### src/design/panel_io_pkg.sv
// Shared constants for the operator panel I/O image link.
package panel_io_pkg;

    // Image sizes in bits.
    localparam int IN_IMAGE_BITS = 128;
    localparam int OUT_IMAGE_BITS = 64;
    localparam int GEN_IN_BITS = 32;
    localparam int KEY_BITS = 64;
    localparam int GEN_OUT_BITS = 8;

    // Key rows, as byte offsets in the input image; LED rows sit at bytes 0 to 7 of the output image.
    localparam logic [3:0] KEY_LED_ROW_0 = 4'h4;
    localparam logic [3:0] KEY_LED_ROW_1 = 4'h5;
    localparam logic [3:0] KEY_LED_ROW_2 = 4'h6;
    localparam logic [3:0] KEY_LED_ROW_3 = 4'h7;
    localparam logic [3:0] KEY_LED_ROW_4 = 4'h8;
    localparam logic [3:0] KEY_LED_ROW_5 = 4'h9;
    localparam logic [3:0] KEY_LED_ROW_6 = 4'ha;
    localparam logic [3:0] KEY_LED_ROW_7 = 4'hb;
    // Bits 3 and 7 of the last three rows carry no key.
    localparam logic [63:0] KEY_LED_MASK = 64'h777777ffffffffff;

    // Pulse generator counters.
    localparam int PGEN_UNITS = 3;
    localparam int PGEN_BITS = 8;
    localparam logic [127:0] PGEN_HIDE_MASK = 128'hff000000ffffffffffffffffffffffff;

    // Sub panel fields.
    localparam int OVR1_BITS = 5;
    localparam int OVR2_BITS = 3;
    localparam int SUB_BITS = 13;
    // Inputs shared with the pendant connector, from bit 13 through bit 21.
    localparam int SHARED_FIRST = 13;
    localparam int SHARED_BITS = 9;
    // Input byte with the selectable common.
    localparam int SEL_FIRST = 24;
    // Highest input bit with a fixed common.
    localparam logic [4:0] FIXED_LAST = 5'h17;

    // General output pins, as bit positions in the output image.
    localparam int PEND_DO_BIT = 43;
    localparam int DO_POS [GEN_OUT_BITS] = '{43, 47, 51, 55, 59, 60, 61, 62};

    // Controller register offsets.
    localparam logic [7:0] REG_CTRL = 8'h00;
    localparam logic [7:0] REG_ESTOP = 8'h04;
    localparam logic [7:0] REG_IRQ_STAT = 8'h08;
    localparam logic [7:0] REG_IRQ_MASK = 8'h0c;
    localparam logic [7:0] REG_IN_0 = 8'h10;
    localparam logic [7:0] REG_IN_1 = 8'h14;
    localparam logic [7:0] REG_IN_2 = 8'h18;
    localparam logic [7:0] REG_IN_3 = 8'h1c;
    localparam logic [7:0] REG_OUT_0 = 8'h20;
    localparam logic [7:0] REG_OUT_1 = 8'h24;

    // Control bits and reset values.
    localparam int CTRL_BITS = 4;
    localparam int CTRL_ALARM = 0;
    localparam int CTRL_PEND_DI = 1;
    localparam int CTRL_PEND_DO = 2;
    localparam int CTRL_PGEN_NEAR = 3;
    localparam logic [3:0] CTRL_RESET = 4'h0;
    localparam logic [4:0] ESTOP_RESET = 5'h00;
    localparam int IRQ_BITS = 2;
    localparam int IRQ_CHANGE = 0;
    localparam int IRQ_ESTOP = 1;
    localparam logic [1:0] IRQ_RESET = 2'h0;

endpackage

### src/design/panel_link_if.sv
// Signals between the operator panel and its link controller.
interface panel_link_if;
    logic [panel_io_pkg::IN_IMAGE_BITS-1:0] in_image;
    logic [panel_io_pkg::OUT_IMAGE_BITS-1:0] out_image;
    logic out_load;
    logic system_alarm;
    logic power_ok;
    logic pendant_di_sel;
    logic pendant_do_sel;

    modport panel
    (
        output in_image,
        input out_image,
        input out_load,
        input system_alarm,
        input power_ok,
        input pendant_di_sel,
        input pendant_do_sel
    );

    modport controller
    (
        input in_image,
        output out_image,
        output out_load,
        output system_alarm,
        output power_ok,
        output pendant_di_sel,
        output pendant_do_sel
    );
endinterface

### src/design/panel_io_device.sv
// Operator panel end: builds the input image and drives the panel outputs.
// Notes on behaviour
// RULE1 - Fixed-common input bytes read open pins as 0.
// RULE2 - Fourth byte open pins follow its common.
// RULE3 - Common at +24V gives negative logic.
// RULE4 - Controller maps emergency stop into fixed bytes.
// RULE5 - Alarm or power loss turns outputs off.
// RULE6 - Only nearest slave pulse generators used, three.
// RULE7 - Pendant selection replaces shared general inputs.
// RULE8 - Routed pendant output disables general copy.
// RULE9 - Keys in rows, LEDs same bit positions.
// RULE10 - Sub panel supplies override codes, protect key.
// RULE11 - Power switches never enter the link image.
// RULE12 - Pulse counters fixed at input bytes 12-14.
// RULE13 - First override Gray code with parity bit.
// RULE14 - Outputs zero from reset until written.
//
// The plain strobed port was decided locally.
module panel_io_device
(
    // Clock, reset and enable.
    input wire logic ref_clk,
    input wire logic rst_n,
    input wire logic clk_en,
    // Link to the controller.
    panel_link_if.panel link,
    // General input pins, high while the contact is closed.
    input wire logic [panel_io_pkg::GEN_IN_BITS-1:0] general_closed,
    input wire logic selectable_input_common_high,
    // Sub panel.
    input wire logic subpanel_fitted,
    input wire logic [panel_io_pkg::OVR1_BITS-1:0] first_override_pos,
    input wire logic [panel_io_pkg::OVR2_BITS-1:0] second_override_pos,
    input wire logic memory_protect_key,
    // Pendant connector.
    input wire logic [panel_io_pkg::SHARED_BITS-1:0] pendant_closed,
    input wire logic [panel_io_pkg::PGEN_UNITS-1:0] pgen_pulse,
    input wire logic [panel_io_pkg::PGEN_UNITS-1:0] pgen_dir,
    output logic pendant_out,
    // Keys and LEDs.
    input wire logic [panel_io_pkg::KEY_BITS-1:0] key_pressed,
    output logic [panel_io_pkg::KEY_BITS-1:0] led_drive,
    // General output pins.
    output logic [panel_io_pkg::GEN_OUT_BITS-1:0] general_out,
    // Power switches and supply.
    input wire logic power_on_switch,
    input wire logic power_off_switch,
    input wire logic panel_power_ok,
    output logic cabinet_power_on,
    output logic cabinet_power_off
);
    import panel_io_pkg::*;

    logic [IN_IMAGE_BITS-1:0] in_image_q;
    logic [OUT_IMAGE_BITS-1:0] out_q;
    logic [KEY_BITS-1:0] led_q;
    logic [GEN_OUT_BITS-1:0] gen_out_q;
    logic pendant_q;
    logic cab_on_q;
    logic cab_off_q;
    logic [PGEN_BITS-1:0] pgen_cnt_q [PGEN_UNITS];

    // RULE1 - fixed common inputs.
    wire logic [GEN_IN_BITS-1:0] fixed_bits = general_closed;

    // RULE2 - selectable common byte.
    // RULE3 - negative logic sense.
    wire logic [7:0] sel_byte = general_closed[GEN_IN_BITS-1:SEL_FIRST]
        ^ {8{selectable_input_common_high}};

    // RULE13 - Gray code, parity.
    wire logic [OVR1_BITS-1:0] ovr1_gray = first_override_pos ^ (first_override_pos >> 1);
    wire logic ovr1_parity = ^ovr1_gray;
    wire logic [OVR2_BITS-1:0] ovr2_gray = second_override_pos ^ (second_override_pos >> 1);
    wire logic ovr2_parity = ^ovr2_gray;

    // RULE10 - sub panel fields.
    wire logic [SUB_BITS-1:0] sub_bits =
        {memory_protect_key, 1'b0, ovr2_parity, 1'b0, ovr2_gray, ovr1_parity, ovr1_gray};
    wire logic [SUB_BITS-1:0] low_bits = subpanel_fitted ? sub_bits : fixed_bits[SUB_BITS-1:0];

    // RULE7 - pendant shared inputs.
    wire logic [SHARED_BITS-1:0] shared_bits = link.pendant_di_sel ? pendant_closed
        : fixed_bits[SHARED_FIRST+SHARED_BITS-1:SHARED_FIRST];

    // RULE11 - switches kept off link.
    wire logic [GEN_IN_BITS-1:0] gen_image =
        {sel_byte, fixed_bits[SEL_FIRST-1:SHARED_FIRST+SHARED_BITS], shared_bits, low_bits};

    // RULE9 - key state rows.
    wire logic [KEY_BITS-1:0] key_image = key_pressed & KEY_LED_MASK;

    // RULE12 - fixed counter bytes.
    wire logic [IN_IMAGE_BITS-1:0] in_image_d =
        {8'h00, pgen_cnt_q[2], pgen_cnt_q[1], pgen_cnt_q[0], key_image, gen_image};

    // RULE5 - outputs off on alarm.
    wire logic shutdown = link.system_alarm | ~link.power_ok | ~panel_power_ok;

    // RULE14 - hold until written.
    wire logic [OUT_IMAGE_BITS-1:0] out_d = shutdown ? '0
        : (link.out_load ? link.out_image : out_q);

    // RULE9 - LED same positions.
    wire logic [KEY_BITS-1:0] led_d = out_d & KEY_LED_MASK;

    wire logic [GEN_OUT_BITS-1:0] do_bits;

    genvar gi;
    generate
        for (gi = 0; gi < GEN_OUT_BITS; gi++)
        begin : g_do
            if (DO_POS[gi] == PEND_DO_BIT)
            begin : g_shared
                // RULE8 - routed output disabled.
                assign do_bits[gi] = out_d[DO_POS[gi]] & ~link.pendant_do_sel;
            end
            else
            begin : g_plain
                assign do_bits[gi] = out_d[DO_POS[gi]];
            end
        end
    endgenerate

    // RULE8 - pendant output routing.
    wire logic pendant_d = out_d[PEND_DO_BIT] & link.pendant_do_sel;

    // RULE6 - three counter units.
    generate
        for (gi = 0; gi < PGEN_UNITS; gi++)
        begin : g_pgen
            wire logic [PGEN_BITS-1:0] step_up = pgen_cnt_q[gi] + PGEN_BITS'(1);
            wire logic [PGEN_BITS-1:0] step_dn = pgen_cnt_q[gi] - PGEN_BITS'(1);

            always_ff @(posedge ref_clk or negedge rst_n)
            begin
                if (!rst_n)
                begin
                    pgen_cnt_q[gi] <= '0;
                end
                else if (clk_en && pgen_pulse[gi])
                begin
                    pgen_cnt_q[gi] <= pgen_dir[gi] ? step_dn : step_up;
                end
            end
        end
    endgenerate

    always_ff @(posedge ref_clk or negedge rst_n)
    begin
        if (!rst_n)
        begin
            in_image_q <= '0;
        end
        else if (clk_en)
        begin
            in_image_q <= in_image_d;
        end
    end

    always_ff @(posedge ref_clk or negedge rst_n)
    begin
        if (!rst_n)
        begin
            out_q <= '0;
            led_q <= '0;
            gen_out_q <= '0;
            pendant_q <= 1'b0;
        end
        else if (clk_en)
        begin
            out_q <= out_d;
            led_q <= led_d;
            gen_out_q <= do_bits;
            pendant_q <= pendant_d;
        end
    end

    // Power switch signals go straight to the cabinet wiring, one flop deep.
    always_ff @(posedge ref_clk or negedge rst_n)
    begin
        if (!rst_n)
        begin
            cab_on_q <= 1'b0;
            cab_off_q <= 1'b0;
        end
        else if (clk_en)
        begin
            cab_on_q <= power_on_switch;
            cab_off_q <= power_off_switch;
        end
    end

    assign link.in_image = in_image_q;
    assign led_drive = led_q;
    assign general_out = gen_out_q;
    assign pendant_out = pendant_q;
    assign cabinet_power_on = cab_on_q;
    assign cabinet_power_off = cab_off_q;

endmodule

### src/flat_wrapper.sv
// flat-port wrapper written by rule: the top's interface ports become plain ports
module panel_io_device_flat import panel_io_pkg::*;
  (ref_clk, rst_n, clk_en, general_closed, selectable_input_common_high, subpanel_fitted, first_override_pos, second_override_pos, memory_protect_key, pendant_closed, pgen_pulse, pgen_dir, pendant_out, key_pressed, led_drive, general_out, power_on_switch, power_off_switch, panel_power_ok, cabinet_power_on, cabinet_power_off, link_in_image, link_out_image, link_out_load, link_system_alarm, link_power_ok, link_pendant_di_sel, link_pendant_do_sel);
  panel_link_if link_i ();
  input wire logic ref_clk;
  input wire logic rst_n;
  input wire logic clk_en;
  input wire logic [panel_io_pkg::GEN_IN_BITS-1:0] general_closed;
  input wire logic selectable_input_common_high;
  input wire logic subpanel_fitted;
  input wire logic [panel_io_pkg::OVR1_BITS-1:0] first_override_pos;
  input wire logic [panel_io_pkg::OVR2_BITS-1:0] second_override_pos;
  input wire logic memory_protect_key;
  input wire logic [panel_io_pkg::SHARED_BITS-1:0] pendant_closed;
  input wire logic [panel_io_pkg::PGEN_UNITS-1:0] pgen_pulse;
  input wire logic [panel_io_pkg::PGEN_UNITS-1:0] pgen_dir;
  output logic pendant_out;
  input wire logic [panel_io_pkg::KEY_BITS-1:0] key_pressed;
  output logic [panel_io_pkg::KEY_BITS-1:0] led_drive;
  output logic [panel_io_pkg::GEN_OUT_BITS-1:0] general_out;
  input wire logic power_on_switch;
  input wire logic power_off_switch;
  input wire logic panel_power_ok;
  output logic cabinet_power_on;
  output logic cabinet_power_off;
  output wire logic [$bits(link_i.in_image)-1:0] link_in_image;
  input wire logic [$bits(link_i.out_image)-1:0] link_out_image;
  input wire logic [$bits(link_i.out_load)-1:0] link_out_load;
  input wire logic [$bits(link_i.system_alarm)-1:0] link_system_alarm;
  input wire logic [$bits(link_i.power_ok)-1:0] link_power_ok;
  input wire logic [$bits(link_i.pendant_di_sel)-1:0] link_pendant_di_sel;
  input wire logic [$bits(link_i.pendant_do_sel)-1:0] link_pendant_do_sel;
  assign link_in_image = link_i.in_image;
  assign link_i.out_image = link_out_image;
  assign link_i.out_load = link_out_load;
  assign link_i.system_alarm = link_system_alarm;
  assign link_i.power_ok = link_power_ok;
  assign link_i.pendant_di_sel = link_pendant_di_sel;
  assign link_i.pendant_do_sel = link_pendant_do_sel;
  panel_io_device u_core (.ref_clk(ref_clk), .rst_n(rst_n), .clk_en(clk_en), .link(link_i), .general_closed(general_closed), .selectable_input_common_high(selectable_input_common_high), .subpanel_fitted(subpanel_fitted), .first_override_pos(first_override_pos), .second_override_pos(second_override_pos), .memory_protect_key(memory_protect_key), .pendant_closed(pendant_closed), .pgen_pulse(pgen_pulse), .pgen_dir(pgen_dir), .pendant_out(pendant_out), .key_pressed(key_pressed), .led_drive(led_drive), .general_out(general_out), .power_on_switch(power_on_switch), .power_off_switch(power_off_switch), .panel_power_ok(panel_power_ok), .cabinet_power_on(cabinet_power_on), .cabinet_power_off(cabinet_power_off));
endmodule
### config.mk
export PLATFORM = sky130hd
export DESIGN_NAME = panel_io_device_flat
export DESIGN_NICKNAME = d
export VERILOG_FILES = /design/src/design/panel_io_pkg.sv /design/src/design/panel_link_if.sv /design/src/design/panel_io_device.sv /design/src/flat_wrapper.sv
export SDC_FILE = /design/constraint.sdc
export NUM_CORES = 1
export LEC_CHECK = 0
export ABC_AREA = 0
export BUFFER_PORTS_ARGS = -buffer_cell sky130_fd_sc_hd__clkbuf_2
export CORE_ASPECT_RATIO = 1.1
export CORE_MARGIN = 4
export CORE_UTILIZATION = 30
export DETAILED_ROUTE_END_ITERATION = 10
export GPL_TIMING_DRIVEN = 0
export RECOVER_POWER = 100
export SLEW_MARGIN = 20
export SYNTH_ARGS = -nofsm -noshare
export SYNTH_HDL_FRONTEND = slang
export SYNTH_SLANG_ARGS = --single-unit
### constraint.sdc
create_clock -name ref_clk -period 3 [get_ports ref_clk]
set_input_delay 0.75 -clock ref_clk [delete_from_list [all_inputs] [get_ports ref_clk]]
set_output_delay 0.75 -clock ref_clk [all_outputs]
set_load 0.02 [all_outputs]
# --- Word-level counts from Yosys, hierarchy flattened ---
# Cells that the tools add are included.
word_totals:
  reg_bits: 270
  in_bits: 197
  out_inout_bits: 203
  elab_cells: 38
classes:
  addsub: 6
  muxes: 7
  n_bitwise: 10
  reduce_logical: 5
ops:
  columns: ["cell", "count"]
  rows:
  - ["$mux W63", 2]
  - ["$add A8 B1 Y8 const B", 3]
  - ["$mux W8", 3]
  - ["$sub A8 B1 Y8 const B", 3]
  - ["$mux W13", 1]
  - ["$mux W9", 1]
  - ["$xor A8 B8 Y8", 1]
  - ["$reduce_xor A5 Y1", 1]
  - ["$xor A5 B4 Y5", 1]
  - ["$logic_and A1 B1 Y1", 3]
  - ["$not A1 Y1", 3]
  - ["$reduce_xor A3 Y1", 1]
  - ["$xor A3 B2 Y3", 1]
  - ["$and A1 B1 Y1", 2]
  - ["$or A1 B1 Y1", 2]

# --- Logic depth before layout (Yosys ltp) ---
# Gate-level depths: netlist of the first run.
depth:
  ltp_word: 5
  ltp_mapped: 7
  ltp_nobuf: 7

# --- Worst setup path before layout of the first run ---
# Ideal clock, no wire load.
synth_path:
  path_kind: "in2reg"
  start: "in pgen_dir[0] in the netlist's numbering"
  end: "reg u_core.pgen_cnt_q (netlist bit u_core.in_image_d[102])"
  setup_ns: 0.095
  arrival_ns: 1.913
  t_required_ns: 2.905
  slack_ns: 0.991
  stages: 7
  path_buffers: 0
  path_cell_list: "inv_1 -> fa_1 -> nand2b_1 -> a21oi_1 -> o21a_1 -> nor3_1 -> o31ai_1"
synth_between:
  elab_chain_len: 1
synth_rtl:
  columns: ["element", "line_no", "source"]
  rows:
  - ["start: declaration", "flat_wrapper.sv:16", "input wire logic [panel_io_pkg::PGEN_UNITS-1:0] pgen_dir;"]
  - ["$mux W8", "panel_io_device.sv:143", "pgen_cnt_q[gi] <= pgen_dir[gi] ? step_dn : step_up;"]
  - ["end signal: indexed assignment", "panel_io_device.sv:143", null]
  - ["end: declaration", "panel_io_device.sv:61", "logic [PGEN_BITS-1:0] pgen_cnt_q [PGEN_UNITS];"]
# Every way passes these cells.
# A chain may end at the register's enable or synchronous reset.

# --- Worst setup path after layout of the first run ---
layout_path:
  start: "in clk_en"
  end: "reg u_core.cab_on_q, in the netlist u_core.cabinet_power_on"
layout_lines:
  columns: ["element", "line_no", "source"]
  rows:
  - ["start: declaration", "flat_wrapper.sv:7", "input wire logic clk_en;"]
  - ["end signal: assignment", "panel_io_device.sv:189", "cab_on_q <= power_on_switch;"]
  - ["end: declaration", "panel_io_device.sv:59", "logic cab_on_q;"]
# No word-level cell between the ends.

==> results.tsv, run 1 <==
metric	value	unit
Arr. time, crit path	2680	ps
initial antenna violation count	0	
vias post-DR	7103	
Yosys cell types	35	
share of cells above drive strength 1	0.361	
largest net degree at the start of global routing	82	
Post-Synthesis Cell Area	9360	sq um
vias in the first global route	7270	
final hold viol count	0	
Crit path depth	4	
standard-cell rows	67	
CTS Hold Buffers Added	0	
Layout area overhead	32.3	%
DRC viols	0	
CTS clk-pin slew, worst paths	60	ps
TritonCTS clock tree	yes	
Switch Pwr	2.91	mW
Worst Path Required	3390	ps
crit start category	input pin	
clk sinks	205	
Ys Warns	0	
R2R cell count	7	
total power	9.04	mW
Buffers on Ports	369	
PostCTS Resize Cnt	0	
slowest stage delay, CP	630	ps
grt total ovfl	0	
Antenna Nets Post-Route	0	
critical path class	input pin to flop	
Final nets	1384	
slowest CP cell	clkbuf_1	
# setup viols final	0	
Sw Ratio	0.322	
maxcap violations	1	
CP Capture Point	u_core.cabinet_power_on	
Top Ports	400	
DRT iter0 DRCs	222	
Die Height	193	um
Crit. Startpoint	clk_en	
asr flop ratio synth	1.00	
fin crit period	2290	ps
power per cell area	730	nW/um^2
Core ar.	30600	sq um
htree depth	1	
Crit. End Element	flop	
Lkg Pwr	5.95	nW
dominant synthesized flop cell	dfrtp_1	
final wirelength	27100	um
die width	176	um
Least-Margin Pin Slew	1600	ps
sequential fraction of design power	0.392	
crit-path leading delay family	buffers and inverters	
Worst slew margin	-0.0654	
gpl congestion	0.809	
most used cell, CP	clkbuf_1	
initial core utilization	0.306	
Final Slew Violations	57	
Hold Crit Class	input pin to flop	
Post-DP HPWL	20900	um
average size of a mapped cell	12.5	sq um
root buf cell	clkbuf_16	
R2R Path Start	u_core.in_image_d[96]	
Inserted Diodes	0	
drt pass-1 iters	4	
violated checks	capacitance limit, slew limit	
Pint	6.13	mW
Avg WL per Cell	17.0	um
Clk Latency, worst-skew pair	510	ps
post-CTS setup buffer count	0	
Via-to-Cell Ratio	4.45	
crit path cell chain	clkbuf_1, clkbuf_1, clkbuf_1, mux2_2	
reg-to-reg endpoint	u_core.in_image_d[102]	
total global-route track usage	0.152	
Yosys reg bits	205	
CTS Buf Count	24	
CTS max path bufs	3	
Synth Instances	750	
Crit path buffers/inverters	3	
run status	complete, but fails checks	
part of the cycle the worst path needs	0.762	
RSZ-0062 raised after global routing	false	
combinational share of power	0.265	
Critical Path Fanout Max	10	
Sum Neg Setup Slack	0	ps
Max VDD drop	0.459	mV
Fmax	437	MHz
r2r setup slk	1170	ps
die area	34100	sq um
Post-synth EDFFs	0	
Clk pwr share	0.343	
commonest non-fill, non-tap cells in the layout	205 x clkbuf_1, 205 x dfrtp_1, 182 x clkbuf_2	
first-pass GRT wire length	41600	um
clock skew	7.67	ps
Seq/Total Area, Yosys	0.548	
power by group through the flow:
stage          Sequential (mW)  Combinational, mW  Clock (mW)
3_5_place_dp              3.59               2.52           0
6_report                  3.54               2.40        3.10
2_1_floorplan             3.91               1.32           0
3_3_place_gp              3.57               2.45           0
5_1_grt                   3.61               2.68        3.32
4_1_cts                   3.55               2.53        3.20
stage by stage:
stage                     worst slack [ps]  std cells   util  hold slack [ps]  instance area (sq um)
after floorplan                        991        769      -              436                   9430
after global placement               -3050       1552  0.386              457                  11800
after detailed placement               519       1554  0.388              456                  11900
after CTS                              995       1596  0.415              222                  12700
after global routing                   464       1596  0.405              403                  12400
final                                  713       1596  0.405              423                  12400
cell families after synthesis:
group	count (synthesis)	share of synthesized area
compound gates	151	0.117
xor+xnor	29	0.0271
fa+ha+maj	21	0.0305
buf+inv	142	0.104
flops	205	0.548
mux	109	0.129
other cells	1	0.000401
simple gates	92	0.0442
worst min-delay path by stage:
stage | endpoint | start | cells past startpoint | slack (ps)
global placement | u_core.in_image_d[111] | u_core.in_image_d[111] | 1 | 460
CTS | u_core.pendant_out | rst_n | 1 | 220
floorplan | u_core.in_image_d[103] | u_core.in_image_d[103] | 1 | 440
finish | u_core.general_out[0] | link_pendant_do_sel | 2 | 420
detailed placement | u_core.in_image_d[103] | u_core.in_image_d[103] | 1 | 460
global route | u_core.general_out[0] | link_pendant_do_sel | 2 | 400
cells in the mapped netlist, types with 17 or more instances:
library cell / n / share of area
xnor2_1: 20 / 0.019
ha_1: 18 / 0.024
buf_4: 98 / 0.079
a21oi_1: 37 / 0.020
dfrtp_1: 205 / 0.55
nand2_1: 30 / 0.012
mux2i_1: 17 / 0.018
o21ai_0: 21 / 0.011
mux2_2: 92 / 0.11
a22o_1: 62 / 0.058
nor2_1: 38 / 0.015
inv_1: 21 / 0.0084
state kept, by name (all words and copies together) (netlist names):
signal / cells
u_core.cabinet_power_on: 1
u_core.in_image_d: 24
u_core.general_out: 1
u_core.cabinet_power_off: 1
u_core.out_q: 63
u_core.pendant_out: 1
u_core.link.in_image: 114
routing by layer:
layer	global-route usage	share of wire	vias up
met5	0	0	-
met1	0.195	0.42	3475
li1	-	-	3356
met4	0.0347	0.018	0
met3	0.0308	0.068	38
met2	0.263	0.50	234
final cells by class:
class                   count  area, sq um
clock buffers              32          712
flip-flops and latches    205         5130
fillers                  3117        18200
clock inverters            10          138
inverters                  21         78.8
multi-input cells         422         3310
repair buffers            371         1670
plain buffers             121          827
well taps                 414          518
No activity file was read; power rests on OpenSTA's default activity.
==> run 2, diff against run 1 <==
--- a/config.mk
+++ b/config.mk
@@ -5,7 +5,7 @@
 export SDC_FILE = /design/constraint.sdc
 export NUM_CORES = 1
 export LEC_CHECK = 0
-export ABC_AREA = 0
+export ABC_AREA = 1
 export BUFFER_PORTS_ARGS = -buffer_cell sky130_fd_sc_hd__clkbuf_2
 export CORE_ASPECT_RATIO = 1.1
 export CORE_MARGIN = 4
==> constraint.sdc (replaced) <==
create_clock -name ref_clk -period 2.16 [get_ports ref_clk]
set_input_delay 0.54 -clock ref_clk [delete_from_list [all_inputs] [get_ports ref_clk]]
set_output_delay 0.54 -clock ref_clk [all_outputs]
set_load 0.02 [all_outputs]
==> run 2 against run 1 <==
Net effect: the run now ends clean; sequential power grew 36%; wire length is 16% higher; setup slack worse by 360 ps; cell count is 25% higher; highest routed layer unchanged.
==> results.tsv, run 2 <==
metric	value	unit	change
Inserted Diodes	0		unchanged
Post-Synthesis Cell Area	9730	sq um	+3.9%
Crit. End Element	output pin		
final hold slack	224	ps	-199 ps
htree depth	1		unchanged
first-pass GRT wire length	48400	um	+16%
PostCTS Resize Cnt	0		unchanged
run status	finished, final reports clean		
Post-DP Area	12200	sq um	+3.1%
Core ar.	31700	sq um	+3.4%
final hold viol count	0		unchanged
area leader, netlist	dfrtp_1		
standard-cell rows	68		+1.5%
grt total ovfl	0		unchanged
final wirelength	31500	um	+16%
most common cell in the netlist	nand2_1		
Max VDD drop	0.505	mV	+10%
total global-route track usage	0.169		+0.0175
Final nets	1784		+29%
Hold Crit Class	input pin to flop		
Sum Neg Setup Slack	0	ps	unchanged
Worst Path Required	1620	ps	-1770 ps
Die Height	197	um	+1.8%
Worst slew margin	0.401		+0.466
# setup viols final	0		unchanged
Critical Path Fanout Max	2		-8
TritonCTS clock tree	yes		
CTS max path bufs	3		unchanged
WHS Path Cells	3		+1
die width	180	um	+1.8%
largest net degree at the start of global routing	85		+3.7%
Core Util, Final	0.401		-0.00353
Antenna Nets Post-Route	0		unchanged
total power	11.9	mW	+32%
clk sinks	205		unchanged
final instance area	12700	sq um	+2.5%
Arr. time, crit path	1260	ps	-1420 ps
Crit path depth	1		-3
vias in the first global route	8524		+17%
Synth Instances	1150		+53%
clock skew	6.31	ps	-1.36 ps
Post-DP HPWL	24600	um	+17%
Yosys reg bits	205		unchanged
CTS clk-pin slew, worst paths	60	ps	about the same
slowest stage delay, CP	390	ps	-240 ps
worst setup margin	355	ps	-358 ps
gpl congestion	0.895		+11%
commonest non-fill, non-tap cell in the layout	nand2_1		
DRC viols	0		unchanged
commonest non-fill, non-tap cells in the layout	440 x nand2_1, 211 x clkbuf_1, 205 x dfrtp_1		
die area	35400	sq um	+3.7%
vias post-DR	8752		+23%
average size of a mapped cell	8.46	sq um	-32%
initial antenna violation count	0		unchanged
share of cells above drive strength 1	0.217		-0.144
Top Ports	400		unchanged
Avg WL per Cell	15.8	um	-7.3%
Final Slew Violations	0		-100%
Post-synth EDFFs	0		unchanged
Crit path buffers/inverters	1		-2
asr flop ratio synth	1.00		unchanged
Buffers on Ports	369		unchanged
drt pass-1 iters	5		+1
root buf cell	clkbuf_16		
most frequent cells after synthesis	440 x nand2_1, 205 x dfrtp_1, 104 x inv_1		
final std cells w/o fill	2001		+25%
initial core utilization	0.307		+0.00133
RSZ-0062 raised after global routing	false		
slowest CP cell	clkbuf_1		
synth top area cells	dfrtp_1 53%, nand2_1 17%, buf_4 7.3%, inv_1 4.0%, o22ai_1 4.0%		
maxcap violations	0		-1
dominant synthesized flop cell	dfrtp_1		
Seq/Total Area, Yosys	0.527		-0.0205
critical path class	flop to output pin		
part of the cycle the worst path needs	0.836		
crit path cell chain	clkbuf_1		
Layout area overhead	30.6	%	
crit start category	flop		
pre-CTS setup slack	243	ps	-277 ps
Lkg Pwr	6.62	nW	+11%
Clk Latency, worst-skew pair	520	ps	about the same
fin crit period	1800	ps	
post-CTS setup buffer count	0		unchanged
Least-Margin Pin Slew	899	ps	-699 ps
R2R cell count	8		+1
Via-to-Cell Ratio	4.37		-1.7%
Filler cells	3379		+8.4%
Ys Warns	0		unchanged
post-synth top area share	0.527		-0.0205
crit-path leading delay family	buffers and inverters		
power per cell area	939	nW/um^2	+29%
dpl cells	1960		+26%
Yosys cell types	25		-29%
Largest register FFs	114		unchanged
Fmax	554	MHz	
CTS Buf Count	23		-4.2%
DRT iter0 DRCs	374		+68%
-- run 2: changes by cell type in the layout (fill, tap and decap cells not counted), moves of 11 or more --
cell | before | now
mux2i_1 | 17 | 0
mux2_2 | 91 | 0
a22o_1 | 62 | 0
nand3_1 | 6 | 21
o21ai_0 | 21 | 64
o22ai_1 | 3 | 62
nand2_1 | 33 | 440
buf_2 | 10 | 21
inv_1 | 21 | 104
-- run 2: logic make-up (layout without fill, tap and decap cells) --
kind of cell / after synthesis / in the layout / share of synthesized area
AO/OA/AOI/OAI: 154 / 154 / 0.0884
XOR/XNOR: 16 / 16 / 0.0144
adder cells (fa/ha/maj): 21 / 21 / 0.0293
buffers and inverters: 243 / 655 / 0.134
flip-flops: 205 / 205 / 0.527
other: 1 / 20 / 0.000386
AND/OR/NAND/NOR: 510 / 510 / 0.206
-- run 2: power breakdown --
part | internal (mW) | switching, mW | total [mW]
sequential | 4.43 | 0.387 | 4.82
combinational | 1.16 | 2.12 | 3.28
clock | 2.22 | 1.60 | 3.82
total | 7.81 | 4.11 | 11.9
-- run 2: layout make-up --
cell class	instances	area (sq um)	area share
Inverter	107	404	0.0318
Buffer	136	880	0.0693
Multi-Input combinational cell	721	3360	0.265
Tap cell	420	526	0.0414
Timing Repair Buffer	372	1680	0.132
Clock buffer	34	657	0.0517
Sequential cell	205	5130	0.404
Clock inverter	6	63.8	0.00503
-- run 2: timing repair --
action,4_1_cts,5_1_grt
hold buffers,1,0
hold endpoints to repair,26,0
endpoints found under the setup margin,0,0
-- run 2: final timing paths --
| kind | from | endpoint | slack [ps] |
|---|---|---|---|
| max | u_core.link.in_image[0] | link_in_image[0] | 360 |
| min | key_pressed[1] | u_core.link.in_image[33] | 220 |
| max reg2reg | u_core.in_image_d[114] | u_core.in_image_d[119] | 620 |
| min reg2reg | u_core.link.in_image[59] | u_core.link.in_image[59] | 470 |
| max in group asynchronous | rst_n | u_core.out_q[31] | 440 |
| min in group asynchronous | rst_n | u_core.link.in_image[45] | 550 |
-- run 2: metal layers --
| layer | global-route usage | routed length, um | vias to the layer above |
|---|---|---|---|
| met2 | 0.291 | 15500 | 269 |
| met5 | 0 | 0 | - |
| met1 | 0.220 | 13400 | 4087 |
| met3 | 0.0401 | 2190 | 39 |
| met4 | 0.0327 | 516 | 0 |
| li1 | - | - | 4357 |
==> run 3, diff against run 2 <==
==> constraint.sdc (replaced) <==
create_clock -name ref_clk -period 1.9 [get_ports ref_clk]
set_input_delay 0.475 -clock ref_clk [delete_from_list [all_inputs] [get_ports ref_clk]]
set_output_delay 0.475 -clock ref_clk [all_outputs]
set_load 0.02 [all_outputs]
==> run 3 against run 2 <==
Net effect: setup slack got worse by 190 ps; clock power rose by 13%; combinational power increased by 14%; largest cell class unchanged; critical endpoint is now led_drive[33]; global-route usage unchanged; power grew 14%; cell count unchanged; clock-buffer cell count stayed put.
==> results.tsv, run 3 (same netlist as run 2, synthesis figures left out) <==
metric	value	unit	change
run status	finished, final reports clean		
gpl congestion	0.895		unchanged
part of the cycle the worst path needs	0.912		
share of cells above drive strength 1	0.207		-0.00949
Lkg Pwr	6.58	nW	-0.62%
Hold Crit Class	input pin to flop		
worst setup margin	167	ps	-188 ps
power per cell area	1070	nW/um^2	+14%
Largest register FFs	114		unchanged
DRC viols	0		unchanged
drt pass-1 iters	5		unchanged
commonest non-fill, non-tap cell in the layout	nand2_1		
die width	180	um	unchanged
Die Height	197	um	unchanged
Core Util, Final	0.400		-0.000751
first-pass GRT wire length	48400	um	unchanged
final wirelength	31500	um	about the same
CTS Buf Count	23		unchanged
critical path class	flop to output pin		
Inserted Diodes	0		unchanged
Worst Path Required	1420	ps	-200 ps
Filler cells	3389		+0.30%
maxcap violations	0		unchanged
slowest stage delay, CP	350	ps	-40 ps
Final nets	1784		unchanged
crit path cell chain	buf_4, clkbuf_1		
Antenna Nets Post-Route	0		unchanged
Max VDD drop	0.568	mV	+12%
pre-CTS setup slack	47.6	ps	-195 ps
TritonCTS clock tree	yes		
clock skew	6.32	ps	+0.0103 ps
Top Ports	400		unchanged
DRT iter0 DRCs	370		-1.1%
Critical Path Fanout Max	2		unchanged
standard-cell rows	68		unchanged
die area	35400	sq um	unchanged
vias in the first global route	8524		unchanged
htree depth	1		unchanged
grt total ovfl	0		unchanged
initial antenna violation count	0		unchanged
Buffers on Ports	369		unchanged
final instance area	12700	sq um	-0.19%
Post-DP HPWL	24600	um	unchanged
fin crit period	1730	ps	
crit start category	flop		
slowest CP cell	dfrtp_1		
# setup viols final	0		unchanged
Avg WL per Cell	15.8	um	about the same
largest net degree at the start of global routing	85		unchanged
Least-Margin Pin Slew	837	ps	-62.2 ps
CTS max path bufs	3		unchanged
vias post-DR	8782		+0.34%
total global-route track usage	0.169		unchanged
Layout area overhead	30.3	%	
post-CTS setup buffer count	0		unchanged
clk sinks	205		unchanged
final hold viol count	0		unchanged
commonest non-fill, non-tap cells in the layout	440 x nand2_1, 225 x clkbuf_1, 205 x dfrtp_1		
Worst slew margin	0.442		+0.0415
Post-DP Area	12200	sq um	unchanged
Core ar.	31700	sq um	unchanged
Via-to-Cell Ratio	4.39		+0.34%
CTS clk-pin slew, worst paths	70	ps	about the same
Clk Latency, worst-skew pair	520	ps	about the same
Arr. time, crit path	1260	ps	about the same
initial core utilization	0.307		unchanged
Fmax	577	MHz	
Final Slew Violations	0		unchanged
Crit. End Element	output pin		
RSZ-0062 raised after global routing	false		
root buf cell	clkbuf_16		
## run 3: through the flow
stage	setup TNS [ps]	power, mW	hold slack [ps]	instances
5_1_grt	0	14.5	138	2001
3_5_place_dp	0	9.42	457	1960
4_1_cts	0	13.9	135	2001
3_3_place_gp	-795720	9.34	455	1958
6_report	0	13.5	158	2001
2_1_floorplan	0	8.05	179	1169
## run 3: final timing paths
| path | start | endpoint | slack (ps) | depth (start not counted) |
|---|---|---|---|---|
| setup reg to reg | u_core.in_image_d[114] | u_core.in_image_d[119] | 360 | 8 |
| hold / removal | key_pressed[1] | u_core.link.in_image[33] | 160 | 3 |
| setup / recovery | u_core.out_q[33] | led_drive[33] | 170 | 2 |
| min in group asynchronous | rst_n | u_core.link.in_image[45] | 620 | 2 |
| hold reg to reg | u_core.link.in_image[42] | u_core.link.in_image[42] | 470 | 2 |
| max in group asynchronous | rst_n | u_core.out_q[31] | 300 | 3 |
## run 3: power breakdown
group          internal (mW)  total, mW  switching, mW
logic                   1.31       3.73           2.41
clock network           2.52       4.33           1.81
registers               5.04       5.48          0.441
total                   8.87       13.5           4.66
## run 3: worst max-delay path: cells and delay by family, from the launching register on
family / cells / cell delay [ps]
buffers and inverters: 2 / 380
flip-flops: 1 / 350
## run 3: final cells by class
type,count,area (sq um),share of cell area
Multi-Input combinational cell,721,3350,0.264
Clock inverter,6,63.8,0.00503
Inverter,107,404,0.0319
Buffer,136,866,0.0683
Sequential cell,205,5130,0.405
Tap cell,420,526,0.0415
Timing Repair Buffer,372,1680,0.132
Clock buffer,34,657,0.0518
## run 3: what timing repair did
item	4_1_cts	5_1_grt
hold buffers	1	0
resized for setup	0	0
hold endpoints to repair	52	0
## run 3: metal layers
metal,vias up,wire [um],GRT usage
met5,-,0,0
met2,278,15500,0.291
met4,0,544,0.0327
met3,41,2110,0.0401
met1,4104,13400,0.220
li1,4359,-,-
